## config.mk

```make
export PLATFORM = sky130hd
export DESIGN_NAME = ctb_device_flat
export DESIGN_NICKNAME = d
export VERILOG_FILES = /design/src/ctb_pkg.sv /design/src/ctb_if.sv /design/src/ctb_device.sv /design/src/flat_wrapper.sv
export VERILOG_INCLUDE_DIRS = /design/src /design/src/src
export SDC_FILE = /design/constraint.sdc
export NUM_CORES = 1
export LEC_CHECK = 0
export BUFFER_PORTS_ARGS = -buffer_cell sky130_fd_sc_hd__buf_2
export CORE_ASPECT_RATIO = 0.9
export CORE_MARGIN = 2
export CORE_UTILIZATION = 25
export CTS_BUF_LIST = sky130_fd_sc_hd__clkbuf_4
export DETAILED_ROUTE_END_ITERATION = 8
export PLACE_DENSITY_LB_ADDON = 0.25
export SLEW_MARGIN = 20
export SYNTH_ARGS = -nofsm -noshare
export SYNTH_HDL_FRONTEND = slang
export SYNTH_SLANG_ARGS = --single-unit
export TNS_END_PERCENT = 5
```

## constraint.sdc

```tcl
create_clock -name i_ref_clk -period 25.7 [get_ports i_ref_clk]
set_input_delay 7.71 -clock i_ref_clk [delete_from_list [all_inputs] [get_ports i_ref_clk]]
set_output_delay 7.71 -clock i_ref_clk [all_outputs]
set_load 0.02 [all_outputs]
```

## src/ctb_params.svh

```systemverilog
/*
  Constants for the transmit buffer scheduler: window offsets, counts, reset values.
  Assumes inclusion by both ends and the interface.
*/
`ifndef CTB_PARAMS_SVH
`define CTB_PARAMS_SVH

// ----------------------------------------
// Buffer organisation
// ----------------------------------------
`define CTB_NBUF 3
`define CTB_WIN_BYTES 16
`define CTB_EMPTY_RST 3'h7
`define CTB_STAMP_W 16

// ----------------------------------------
// Foreground window byte offsets
// ----------------------------------------
`define CTB_WIN_ID0 4'h0
`define CTB_WIN_DATA0 4'h4
`define CTB_WIN_LEN 4'hC
`define CTB_WIN_LOCAL_PRIORITY_FIELD 4'hD
`define CTB_WIN_TSH 4'hE
`define CTB_WIN_TSL 4'hF

// ----------------------------------------
// Length code and host loading
// ----------------------------------------
`define CTB_MAX_BYTES 4'h8
`define CTB_LOAD_LAST 4'hD
`define CTB_FIFO_DEPTH 8
`define CTB_FIFO_W 108

`endif

```

## src/ctb_pkg.sv

```systemverilog
/*
  Types shared by both ends of the transmit buffer scheduler.
  Assumes ctb_params.svh is on the include path.
*/
`include "ctb_params.svh"
package ctb_pkg;
  typedef logic [7:0] ctb_byte_t;
  typedef logic [`CTB_NBUF-1:0] ctb_bufmask_t;
  typedef enum logic [3:0] {
    CTB_H_IDLE = 4'h1,
    CTB_H_SEL = 4'h2,
    CTB_H_LOAD = 4'h4,
    CTB_H_ARM = 4'h8
  } ctb_hstate_t;
endpackage

```

## src/ctb_if.sv

```systemverilog
/*
  Register-side carrier between the controller's buffers and the software end.
  Assumes both ends share one clock; no tristate.
*/
`include "ctb_params.svh"
`timescale 1ns/1ps
`default_nettype none
interface ctb_if;
  import ctb_pkg::*;
  logic sel_we;
  ctb_bufmask_t sel_wdata;
  logic win_we;
  logic win_re;
  logic [3:0] win_addr;
  ctb_byte_t win_wdata;
  ctb_byte_t win_rdata;
  logic flag_we;
  ctb_bufmask_t flag_wdata;
  ctb_bufmask_t empty_flags;
  logic arq_we;
  ctb_bufmask_t arq_wdata;
  ctb_bufmask_t abort_acks;
  logic stamp_en;
  logic init_mode;
  ctb_bufmask_t irq_mask;
  logic tx_irq;
  modport dev (
    input sel_we, sel_wdata, win_we, win_re, win_addr, win_wdata, flag_we, flag_wdata,
    input arq_we, arq_wdata, stamp_en, init_mode, irq_mask,
    output win_rdata, empty_flags, abort_acks, tx_irq
  );
  modport host (
    output sel_we, sel_wdata, win_we, win_re, win_addr, win_wdata, flag_we, flag_wdata,
    output arq_we, arq_wdata, stamp_en, init_mode, irq_mask,
    input win_rdata, empty_flags, abort_acks, tx_irq
  );
endinterface
`default_nettype wire

```

## src/ctb_device.sv

```systemverilog
/*
  Controller end: three transmit buffers, local priority contest, abort
  handshake, time stamp timer and capture.
  Assumes a protocol engine beside it giving start-of-frame, ack and error pulses
  on the same clock, and a software end on the ctb_if dev modport.
*/
`include "ctb_params.svh"
`timescale 1ns/1ps
`default_nettype none
module ctb_device
  import ctb_pkg::*;
(
  input wire logic i_ref_clk,
  input wire logic i_rst,
  ctb_if.dev bus,
  input wire logic i_sof_pulse,
  input wire logic i_tx_ack,
  input wire logic i_tx_err,
  input wire logic i_rx_ack,
  input wire logic i_bit_tick,
  output logic o_tx_pending,
  output logic o_tx_start,
  output logic o_tx_busy,
  output logic [1:0] o_tx_buf,
  output logic [31:0] o_tx_id,
  output logic [63:0] o_tx_data,
  output logic [3:0] o_tx_len,
  output logic [`CTB_STAMP_W-1:0] o_rx_stamp
);

  // ----------------------------------------
  // Storage
  // ----------------------------------------
  ctb_byte_t mem_q [`CTB_NBUF][`CTB_WIN_BYTES];
  ctb_bufmask_t empty_q, empty_d;
  ctb_bufmask_t ack_q, ack_d;
  ctb_bufmask_t arq_q, arq_d;
  ctb_bufmask_t sel_q;
  logic busy_q;
  logic [1:0] act_q;
  logic start_q;
  logic irq_q;
  logic [`CTB_STAMP_W-1:0] timer_q;
  logic [`CTB_STAMP_W-1:0] rx_stamp_q;
  ctb_byte_t rdata_q;
  logic [31:0] id_q;
  logic [63:0] data_q;
  logic [3:0] len_q;

  // ----------------------------------------
  // Window decode
  // ----------------------------------------
  wire sel_hit = |sel_q;
  wire [1:0] sel_idx = sel_q[0] ? 2'h0 : (sel_q[1] ? 2'h1 : 2'h2);
  wire win_open = sel_hit & empty_q[sel_idx];
  wire win_wr = bus.win_we & win_open & (bus.win_addr < `CTB_WIN_TSH);
  wire win_rd = bus.win_re & win_open;

  // ----------------------------------------
  // Local priority contest
  // ----------------------------------------
  wire ctb_bufmask_t elig = ~empty_q & ~ack_q;
  logic [1:0] win_idx;
  logic win_found;
  always_comb begin
    win_idx = 2'h0;
    win_found = 1'b0;
    for (int i = 0; i < `CTB_NBUF; i++) begin
      // Strict compare keeps the lower index on ties
      if (elig[i] && (!win_found || (mem_q[i][`CTB_WIN_LOCAL_PRIORITY_FIELD] < mem_q[win_idx][`CTB_WIN_LOCAL_PRIORITY_FIELD]))) begin
        win_idx = 2'(i);
        win_found = 1'b1;
      end
    end
  end
  wire grant = i_sof_pulse & ~busy_q & win_found;
  wire done_ok = busy_q & i_tx_ack;
  wire done_err = busy_q & i_tx_err;

  // Payload of winner, bytes beyond the length code zeroed
  wire [3:0] win_len_raw = mem_q[win_idx][`CTB_WIN_LEN][3:0];
  wire [3:0] win_len = (win_len_raw > `CTB_MAX_BYTES) ? `CTB_MAX_BYTES : win_len_raw;
  logic [63:0] win_data;
  always_comb begin
    win_data = 64'h0;
    for (int b = 0; b < 8; b++) begin
      if (4'(b) < win_len) begin
        win_data[63-8*b -: 8] = mem_q[win_idx][`CTB_WIN_DATA0 + 4'(b)];
      end
    end
  end

  // ----------------------------------------
  // Flag next state
  // ----------------------------------------
  always_comb begin
    empty_d = empty_q;
    ack_d = ack_q;
    arq_d = arq_q;
    for (int i = 0; i < `CTB_NBUF; i++) begin
      if (bus.flag_we && bus.flag_wdata[i] && empty_q[i]) begin
        empty_d[i] = 1'b0;
        ack_d[i] = 1'b0;
      end
      if (bus.arq_we && bus.arq_wdata[i] && !empty_q[i]) begin
        arq_d[i] = 1'b1;
      end
      // Active frame is never aborted
      if (arq_q[i] && !empty_q[i] && !ack_q[i] && !(busy_q && act_q == 2'(i)) &&
          !(grant && win_idx == 2'(i))) begin
        ack_d[i] = 1'b1;
      end
      // Acknowledge lands first, buffer released one cycle later
      if (ack_q[i] && !empty_q[i]) begin
        empty_d[i] = 1'b1;
        arq_d[i] = 1'b0;
      end
      if (done_ok && act_q == 2'(i)) begin
        empty_d[i] = 1'b1;
        ack_d[i] = 1'b0;
        arq_d[i] = 1'b0;
      end
    end
  end
  wire ctb_bufmask_t empty_rise = empty_d & ~empty_q;

  // ----------------------------------------
  // Control registers
  // ----------------------------------------
  always_ff @(posedge i_ref_clk or posedge i_rst) begin
    if (i_rst) begin
      empty_q <= `CTB_EMPTY_RST;
      ack_q <= '0;
      arq_q <= '0;
      sel_q <= '0;
      irq_q <= 1'b0;
    end else begin
      empty_q <= empty_d;
      ack_q <= ack_d;
      arq_q <= arq_d;
      irq_q <= |(empty_rise & bus.irq_mask);
      if (bus.sel_we) begin
        sel_q <= bus.sel_wdata;
      end
    end
  end

  always_ff @(posedge i_ref_clk or posedge i_rst) begin
    if (i_rst) begin
      busy_q <= 1'b0;
      act_q <= 2'h0;
      start_q <= 1'b0;
    end else begin
      start_q <= grant;
      if (grant) begin
        busy_q <= 1'b1;
        act_q <= win_idx;
      end else if (done_ok || done_err) begin
        busy_q <= 1'b0;
      end
    end
  end

  always_ff @(posedge i_ref_clk or posedge i_rst) begin
    if (i_rst) begin
      id_q <= '0;
      data_q <= '0;
      len_q <= '0;
    end else if (grant) begin
      id_q <= {mem_q[win_idx][0], mem_q[win_idx][1], mem_q[win_idx][2], mem_q[win_idx][3]};
      data_q <= win_data;
      len_q <= win_len;
    end
  end

  // ----------------------------------------
  // Stamp timer
  // ----------------------------------------
  always_ff @(posedge i_ref_clk or posedge i_rst) begin
    if (i_rst) begin
      timer_q <= '0;
      rx_stamp_q <= '0;
    end else begin
      if (bus.init_mode) begin
        timer_q <= '0;
      end else if (i_bit_tick) begin
        timer_q <= timer_q + 16'h0001;
      end
      if (i_rx_ack && bus.stamp_en) begin
        rx_stamp_q <= timer_q;
      end
    end
  end

  // ----------------------------------------
  // Buffer memory and window read
  // ----------------------------------------
  always_ff @(posedge i_ref_clk or posedge i_rst) begin
    if (i_rst) begin
      for (int i = 0; i < `CTB_NBUF; i++) begin
        for (int j = 0; j < `CTB_WIN_BYTES; j++) begin
          mem_q[i][j] <= 8'h00;
        end
      end
    end else begin
      if (win_wr) begin
        mem_q[sel_idx][bus.win_addr] <= bus.win_wdata;
      end
      if (done_ok && bus.stamp_en) begin
        mem_q[act_q][`CTB_WIN_TSH] <= timer_q[15:8];
        mem_q[act_q][`CTB_WIN_TSL] <= timer_q[7:0];
      end
    end
  end

  always_ff @(posedge i_ref_clk or posedge i_rst) begin
    if (i_rst) begin
      rdata_q <= 8'h00;
    end else begin
      rdata_q <= win_rd ? mem_q[sel_idx][bus.win_addr] : 8'h00;
    end
  end

  // ----------------------------------------
  // Outputs
  // ----------------------------------------
  assign bus.win_rdata = rdata_q;
  assign bus.empty_flags = empty_q;
  assign bus.abort_acks = ack_q;
  assign bus.tx_irq = irq_q;
  assign o_tx_pending = |elig;
  assign o_tx_start = start_q;
  assign o_tx_busy = busy_q;
  assign o_tx_buf = act_q;
  assign o_tx_id = id_q;
  assign o_tx_data = data_q;
  assign o_tx_len = len_q;
  assign o_rx_stamp = rx_stamp_q;

endmodule
`default_nettype wire

```

## src/flat_wrapper.sv

```systemverilog
// flat-port wrapper written by rule: the top's interface ports become plain ports
module ctb_device_flat import ctb_pkg::*;
  (i_ref_clk, i_rst, i_sof_pulse, i_tx_ack, i_tx_err, i_rx_ack, i_bit_tick, o_tx_pending, o_tx_start, o_tx_busy, o_tx_buf, o_tx_id, o_tx_data, o_tx_len, o_rx_stamp, bus_sel_we, bus_sel_wdata, bus_win_we, bus_win_re, bus_win_addr, bus_win_wdata, bus_flag_we, bus_flag_wdata, bus_arq_we, bus_arq_wdata, bus_stamp_en, bus_init_mode, bus_irq_mask, bus_win_rdata, bus_empty_flags, bus_abort_acks, bus_tx_irq);
  ctb_if bus_i ();
  input wire logic i_ref_clk;
  input wire logic i_rst;
  input wire logic i_sof_pulse;
  input wire logic i_tx_ack;
  input wire logic i_tx_err;
  input wire logic i_rx_ack;
  input wire logic i_bit_tick;
  output logic o_tx_pending;
  output logic o_tx_start;
  output logic o_tx_busy;
  output logic [1:0] o_tx_buf;
  output logic [31:0] o_tx_id;
  output logic [63:0] o_tx_data;
  output logic [3:0] o_tx_len;
  output logic [`CTB_STAMP_W-1:0] o_rx_stamp;
  input wire logic [$bits(bus_i.sel_we)-1:0] bus_sel_we;
  input wire logic [$bits(bus_i.sel_wdata)-1:0] bus_sel_wdata;
  input wire logic [$bits(bus_i.win_we)-1:0] bus_win_we;
  input wire logic [$bits(bus_i.win_re)-1:0] bus_win_re;
  input wire logic [$bits(bus_i.win_addr)-1:0] bus_win_addr;
  input wire logic [$bits(bus_i.win_wdata)-1:0] bus_win_wdata;
  input wire logic [$bits(bus_i.flag_we)-1:0] bus_flag_we;
  input wire logic [$bits(bus_i.flag_wdata)-1:0] bus_flag_wdata;
  input wire logic [$bits(bus_i.arq_we)-1:0] bus_arq_we;
  input wire logic [$bits(bus_i.arq_wdata)-1:0] bus_arq_wdata;
  input wire logic [$bits(bus_i.stamp_en)-1:0] bus_stamp_en;
  input wire logic [$bits(bus_i.init_mode)-1:0] bus_init_mode;
  input wire logic [$bits(bus_i.irq_mask)-1:0] bus_irq_mask;
  output wire logic [$bits(bus_i.win_rdata)-1:0] bus_win_rdata;
  output wire logic [$bits(bus_i.empty_flags)-1:0] bus_empty_flags;
  output wire logic [$bits(bus_i.abort_acks)-1:0] bus_abort_acks;
  output wire logic [$bits(bus_i.tx_irq)-1:0] bus_tx_irq;
  assign bus_i.sel_we = bus_sel_we;
  assign bus_i.sel_wdata = bus_sel_wdata;
  assign bus_i.win_we = bus_win_we;
  assign bus_i.win_re = bus_win_re;
  assign bus_i.win_addr = bus_win_addr;
  assign bus_i.win_wdata = bus_win_wdata;
  assign bus_i.flag_we = bus_flag_we;
  assign bus_i.flag_wdata = bus_flag_wdata;
  assign bus_i.arq_we = bus_arq_we;
  assign bus_i.arq_wdata = bus_arq_wdata;
  assign bus_i.stamp_en = bus_stamp_en;
  assign bus_i.init_mode = bus_init_mode;
  assign bus_i.irq_mask = bus_irq_mask;
  assign bus_win_rdata = bus_i.win_rdata;
  assign bus_empty_flags = bus_i.empty_flags;
  assign bus_abort_acks = bus_i.abort_acks;
  assign bus_tx_irq = bus_i.tx_irq;
  ctb_device u_core (.i_ref_clk(i_ref_clk), .i_rst(i_rst), .bus(bus_i), .i_sof_pulse(i_sof_pulse), .i_tx_ack(i_tx_ack), .i_tx_err(i_tx_err), .i_rx_ack(i_rx_ack), .i_bit_tick(i_bit_tick), .o_tx_pending(o_tx_pending), .o_tx_start(o_tx_start), .o_tx_busy(o_tx_busy), .o_tx_buf(o_tx_buf), .o_tx_id(o_tx_id), .o_tx_data(o_tx_data), .o_tx_len(o_tx_len), .o_rx_stamp(o_rx_stamp));
endmodule
```

Yosys cells after proc, flatten, opt, wreduce, memory -nomap -nowiden. Index checks and enable logic that the tools add are counted.

Bits in registers: 541. Bits of input ports: 38. Output and inout port bits: 136. Word-level logic and storage cells: 259.

Add/subtract/negate cells: 1. Magnitude comparators: 21. Equal/unequal tests: 4. Multiplexer cells: 75. Bitwise operators: 19. Reduce and logical (&&, ||, !) cells: 73.

Operators by type and width (count): 384-bit bitwise mux (3); 128-bit binary-select mux with 2-bit select (3); 128-bit demux with 2-bit select (3); 384-bit two-way mux (2); 128-bit two-way mux (5); 8-bit two-way mux (13); 16-bit two-way mux (3); 24-bit two-way mux (2); 1-bit logical AND (43); 1-bit two-way mux (34); 8-bit binary-select mux with 4-bit select (1); 8-bit demux with 4-bit select (1); 3-bit nonzero test (6); 16-bit by 1-bit adder with 16-bit output (second input constant) (1); 3-bit by 4-bit < comparator with 1-bit output (first input constant) (4); 8-bit < comparator (2); 1-bit logical NOT (14); 3-bit greater-or-equal comparator (second input constant) (4); 2-bit inverter with 3-bit output (4); 3-bit AND (3); 3-bit OR reduction (3); 1-bit AND (8); 1-bit by 4-bit < comparator with 1-bit output (first input constant) (2); 2-bit by 4-bit < comparator with 1-bit output (first input constant) (2); 17 further kinds (27).

Longest topological paths before layout.
Word-level depth: 23. Gate-level depth with buffers: 22.

Worst setup path after synthesis. Ideal clock, no wire load.

Path type: input to register. Start point: input bus_win_addr[0]. End point: register with a tool-made name. Arrival: 9.282 ns. Path slack: 16.294 ns. Stages: 6. Cell sequence: clkbuf_1 nand2_1 nor2_1 and2_1 clkbuf_1 mux2_2.

RTL lines: start, declared (RTL line flat_wrapper.sv:24) `input wire logic [$bits(bus_i.win_addr)-1:0] bus_win_addr;`.

Final worst setup path.
Start point: register u_core.ack_q[0], in the netlist u_core.bus.abort_acks[0]. End point: output o_tx_pending.

Word-level cells in the longest chain between the ends: 3.

Ends and longest elaborated chain: start, declared (RTL line ctb_device.sv:36) `ctb_bufmask_t ack_q, ack_d;`; start signal, assigned (RTL line ctb_device.sv:139) `ack_q <= ack_d;`; 3-bit inverter (RTL line ctb_device.sv:62) `wire ctb_bufmask_t elig = ~empty_q & ~ack_q;`; 3-bit AND (RTL line ctb_device.sv:62); 3-bit OR reduction (RTL line ctb_device.sv:231) `assign o_tx_pending = |elig;`; end, declared (RTL line flat_wrapper.sv:12) `output logic o_tx_pending;`.

Every way passes these cells.

==> impl_results.md <==
* Finished layout cell area at 31240 um2
* Mean number of vias per cell at 4.906
* Tot GR Track Use at 16.72%
* Grt ovf at 0
* RSZ-0062 raised after global routing: false
* Placed cell count at 3728
* Clock root cell: clkbuf_4
* Crit end category: output pin
* Worst-case clock buffer depth at 3
* Drt total wl at 92880 um
* Worst Tran Pin Value at 1050 ps
* Post-cts resize count at 0
* Synth top area share at 49.98%
* Max-Slew Margin vs Limit at 27.99%
* Synth warn at 0
* Most common cell in the synthesized netlist: dfrtp_1
* Drt wl/cell at 23.12 um
* Final ANT Viol Nets at 0
* Req. time, crit path at 17990 ps
* Detailed-placement wirelength estimate at 61660 um
* H-tree levels at 4
* Cell mode on critical path: nor2_1
* TritonCTS clock tree: done
* Final hold violation count at 0
* Final GP Congestion at 0.8657
* Tcrit/Tclk final at 39.60%
* Crit path launch type: flip-flop
* Placed cell area at 29120 um2
* DR WL met3 at 5847 um
* Die footprint at 110400 um2
* Detailed-route via count at 19710
* Met1 WL at 42820 um
* Slowest stage cell, crit path: dfrtp_1
* Sequential area share after synthesis at 50.27%
* Synth unique cells at 66
* Post-CTS Setup Bufs at 0
* Clock Latency Late Sink at 1050 ps
* Slowest stage delay, CP at 460 ps
* Die width at 350 um
* Gate Count Post-Synth at 2237
* EDFF count, synth at 0
* Syn_area_per_cell at 12.04 um2
* Share of layout cells above drive strength 1 at 39.40%
* Row count at 114
* Sum of negative setup slack at 0 ps
* CP max FO at 6
* Vias in the first global route at 20190
* CTS Buf Count at 157
* Tot Pwr at 3.085 mW
* Minimum clock period at 10180 ps
* I/O pin total at 174
* Path type of the worst setup path: reg -> out
* Max-Cap Viols at 0
* Post-cts hold buffer count at 0
* Hold Crit Class: reg -> reg
* Met2 wire length at 41460 um
* WP buf/inv at 1
* Iter 0 DRT Violations at 1374
* Largest net degree at the start of global routing at 125
* CP top delay family: simple AND/OR/NAND/NOR gates
* Max layer used: met5
* Synth Register Bits at 541
* Status: complete, no violations
* Port bufs at 173
* Initial antenna violation count at 9
* Slew Limit Fails at 0
* Pre-antenna DRT Iters at 7
* Clock sink total at 541
* Pwr per Cell Area at 98.74 nW/um2
* Final Util at 29.17%
* Max Clk Rate at 98.26 MHz
* Post-synth net total at 2290
* Finish-stage setup viols at 0
* Finished Layout Cells at 4017
* Die height at 315.4 um
* Synth area leaders: dfrtp_1, mux2_2, mux2i_1
* Netlist Area Pre-Place at 26940 um2
* Area growth syn-to-layout at 15.99%
* Pleak at 14.65 nW
* Leading area contributor after synthesis: dfrtp_1
* # DRC at 0
* Post-synth top flop: dfrtp_1
* Ys async rst share at 100.0%
* Nets at 2492
* Worst vdd ir at 0.00005094 V
* Crit path cell chain: nor2_1, nor2_1, o21ai_1, buf_2
* First-pass GRT wire length at 136800 um
* Initial Utilization at 25.15%
* Clk_skew at 89.00 ps
* WP data arrival at 2470 ps
* Most frequent cells after synthesis: dfrtp_1, mux2_2, mux2i_1
* Core area at 107100 um2
* Worst-path clk slew at 70 ps
==> area by class of cell <==
| cell class | count | area (um2) |
|---|---|---|
| Clock buffer | 233 | 1749 |
| Timing Repair Buffer | 203 | 1117 |
| Sequential cell | 541 | 13550 |
| Multi-Input combinational cell | 1520 | 12610 |
| Inverter | 16 | 67.56 |
| Antenna cell | 11 | 27.53 |
| Tap cell | 1450 | 1814 |
| Fill cell | 11090 | 75880 |
| Clock inverter | 43 | 307.8 |
==> report_power, final <==
group          leakage (nW)  internal [mW]  total (mW)  switching, mW
Sequential             7.24           1.03        1.19          0.155
Combinational          6.19          0.377        1.04          0.660
Clock                  1.22          0.463       0.859          0.396
==> metrics by stage <==
stage	hold slack, ps	setup WS [ps]
after floorplan	473.7	2873
after global placement	464.5	14950
after detailed placement	467.6	14900
after CTS	484.0	15380
after global routing	508.1	15340
final	476.3	15520
==> cells in the final DEF, fill, tap and decap left out, types with 7 or more instances in the layout <==
cell	Yosys	layout
nand2_1	136	135
a21oi_1	61	61
nor2_1	150	149
inv_1	14	13
a31oi_1	52	52
a22oi_1	16	16
diode_2	0	11
buf_4	8	28
nand3_1	59	59
or3_1	42	42
nand4_1	10	10
dfrtp_1	538	536
xor2_1	11	11
a221o_1	16	16
buf_2	38	172
a311oi_1	9	9
mux2_2	501	501
mux4_2	18	18
o22ai_1	10	10
nand2_2	10	11
mux2i_1	205	205
or2_2	10	10
o21ai_0	60	60
a211oi_1	12	12
ha_1	15	15
clkinv_1	1	31
nand2b_1	8	7
a32oi_1	10	10
o31ai_1	15	15
clkbuf_4	0	233
==> worst reg2reg max path, stage by stage, from the launching register on <==
cell and delay, ps:
dfrtp_1 420, ha_1 340, a41o_1 240, a21oi_1 260
o21ai_1 180, a21boi_4 860, buf_4 910, mux2i_1 300
ha_1 270, a21oi_1 210, a21oi_1 100, o21ai_0 300
a22oi_1 230, nand2_2 540, buf_4 680, nor2_1 310
o41ai_1 430
==> per-layer routing <==
layer / track usage (%) / vias up
met5: 0 / -
met4: 6.328 / 6
met3: 3.930 / 192
met2: 25.42 / 637
met1: 23.05 / 10170
li1: - / 8709
==> cell families (layout without fill, tap and decap cells) <==
group	count (synthesis)	in the layout	share of synthesized area, %
AOI/OAI and AO/OA	309	309	7.637
xor gates and xnor gates	14	14	0.4552
adders and majority gates	15	15	0.6968
buffers and inverters	176	495	3.094
DFF	541	541	50.27
muxes	724	724	30.07
other	0	11	0
and+or+nand+nor	458	458	7.776
==> final timing paths <==
path | start | endpoint | slack, ps | cells past startpoint
setup / recovery | u_core.bus.abort_acks[0] | o_tx_pending | 15520 | 4
hold / removal | u_core.o_tx_data[48] | u_core.o_tx_data[48] | 480 | 2
setup reg to reg | flip-flop | u_core.o_tx_data[50] | 19040 | 16
hold reg to reg | u_core.o_tx_data[48] | u_core.o_tx_data[48] | 480 | 2
max in group asynchronous | i_rst | async pin | 16340 | 4
min in group asynchronous | i_rst | u_core.o_tx_id[16] | 6870 | 2
No activity file was read; power rests on OpenSTA's default activity.
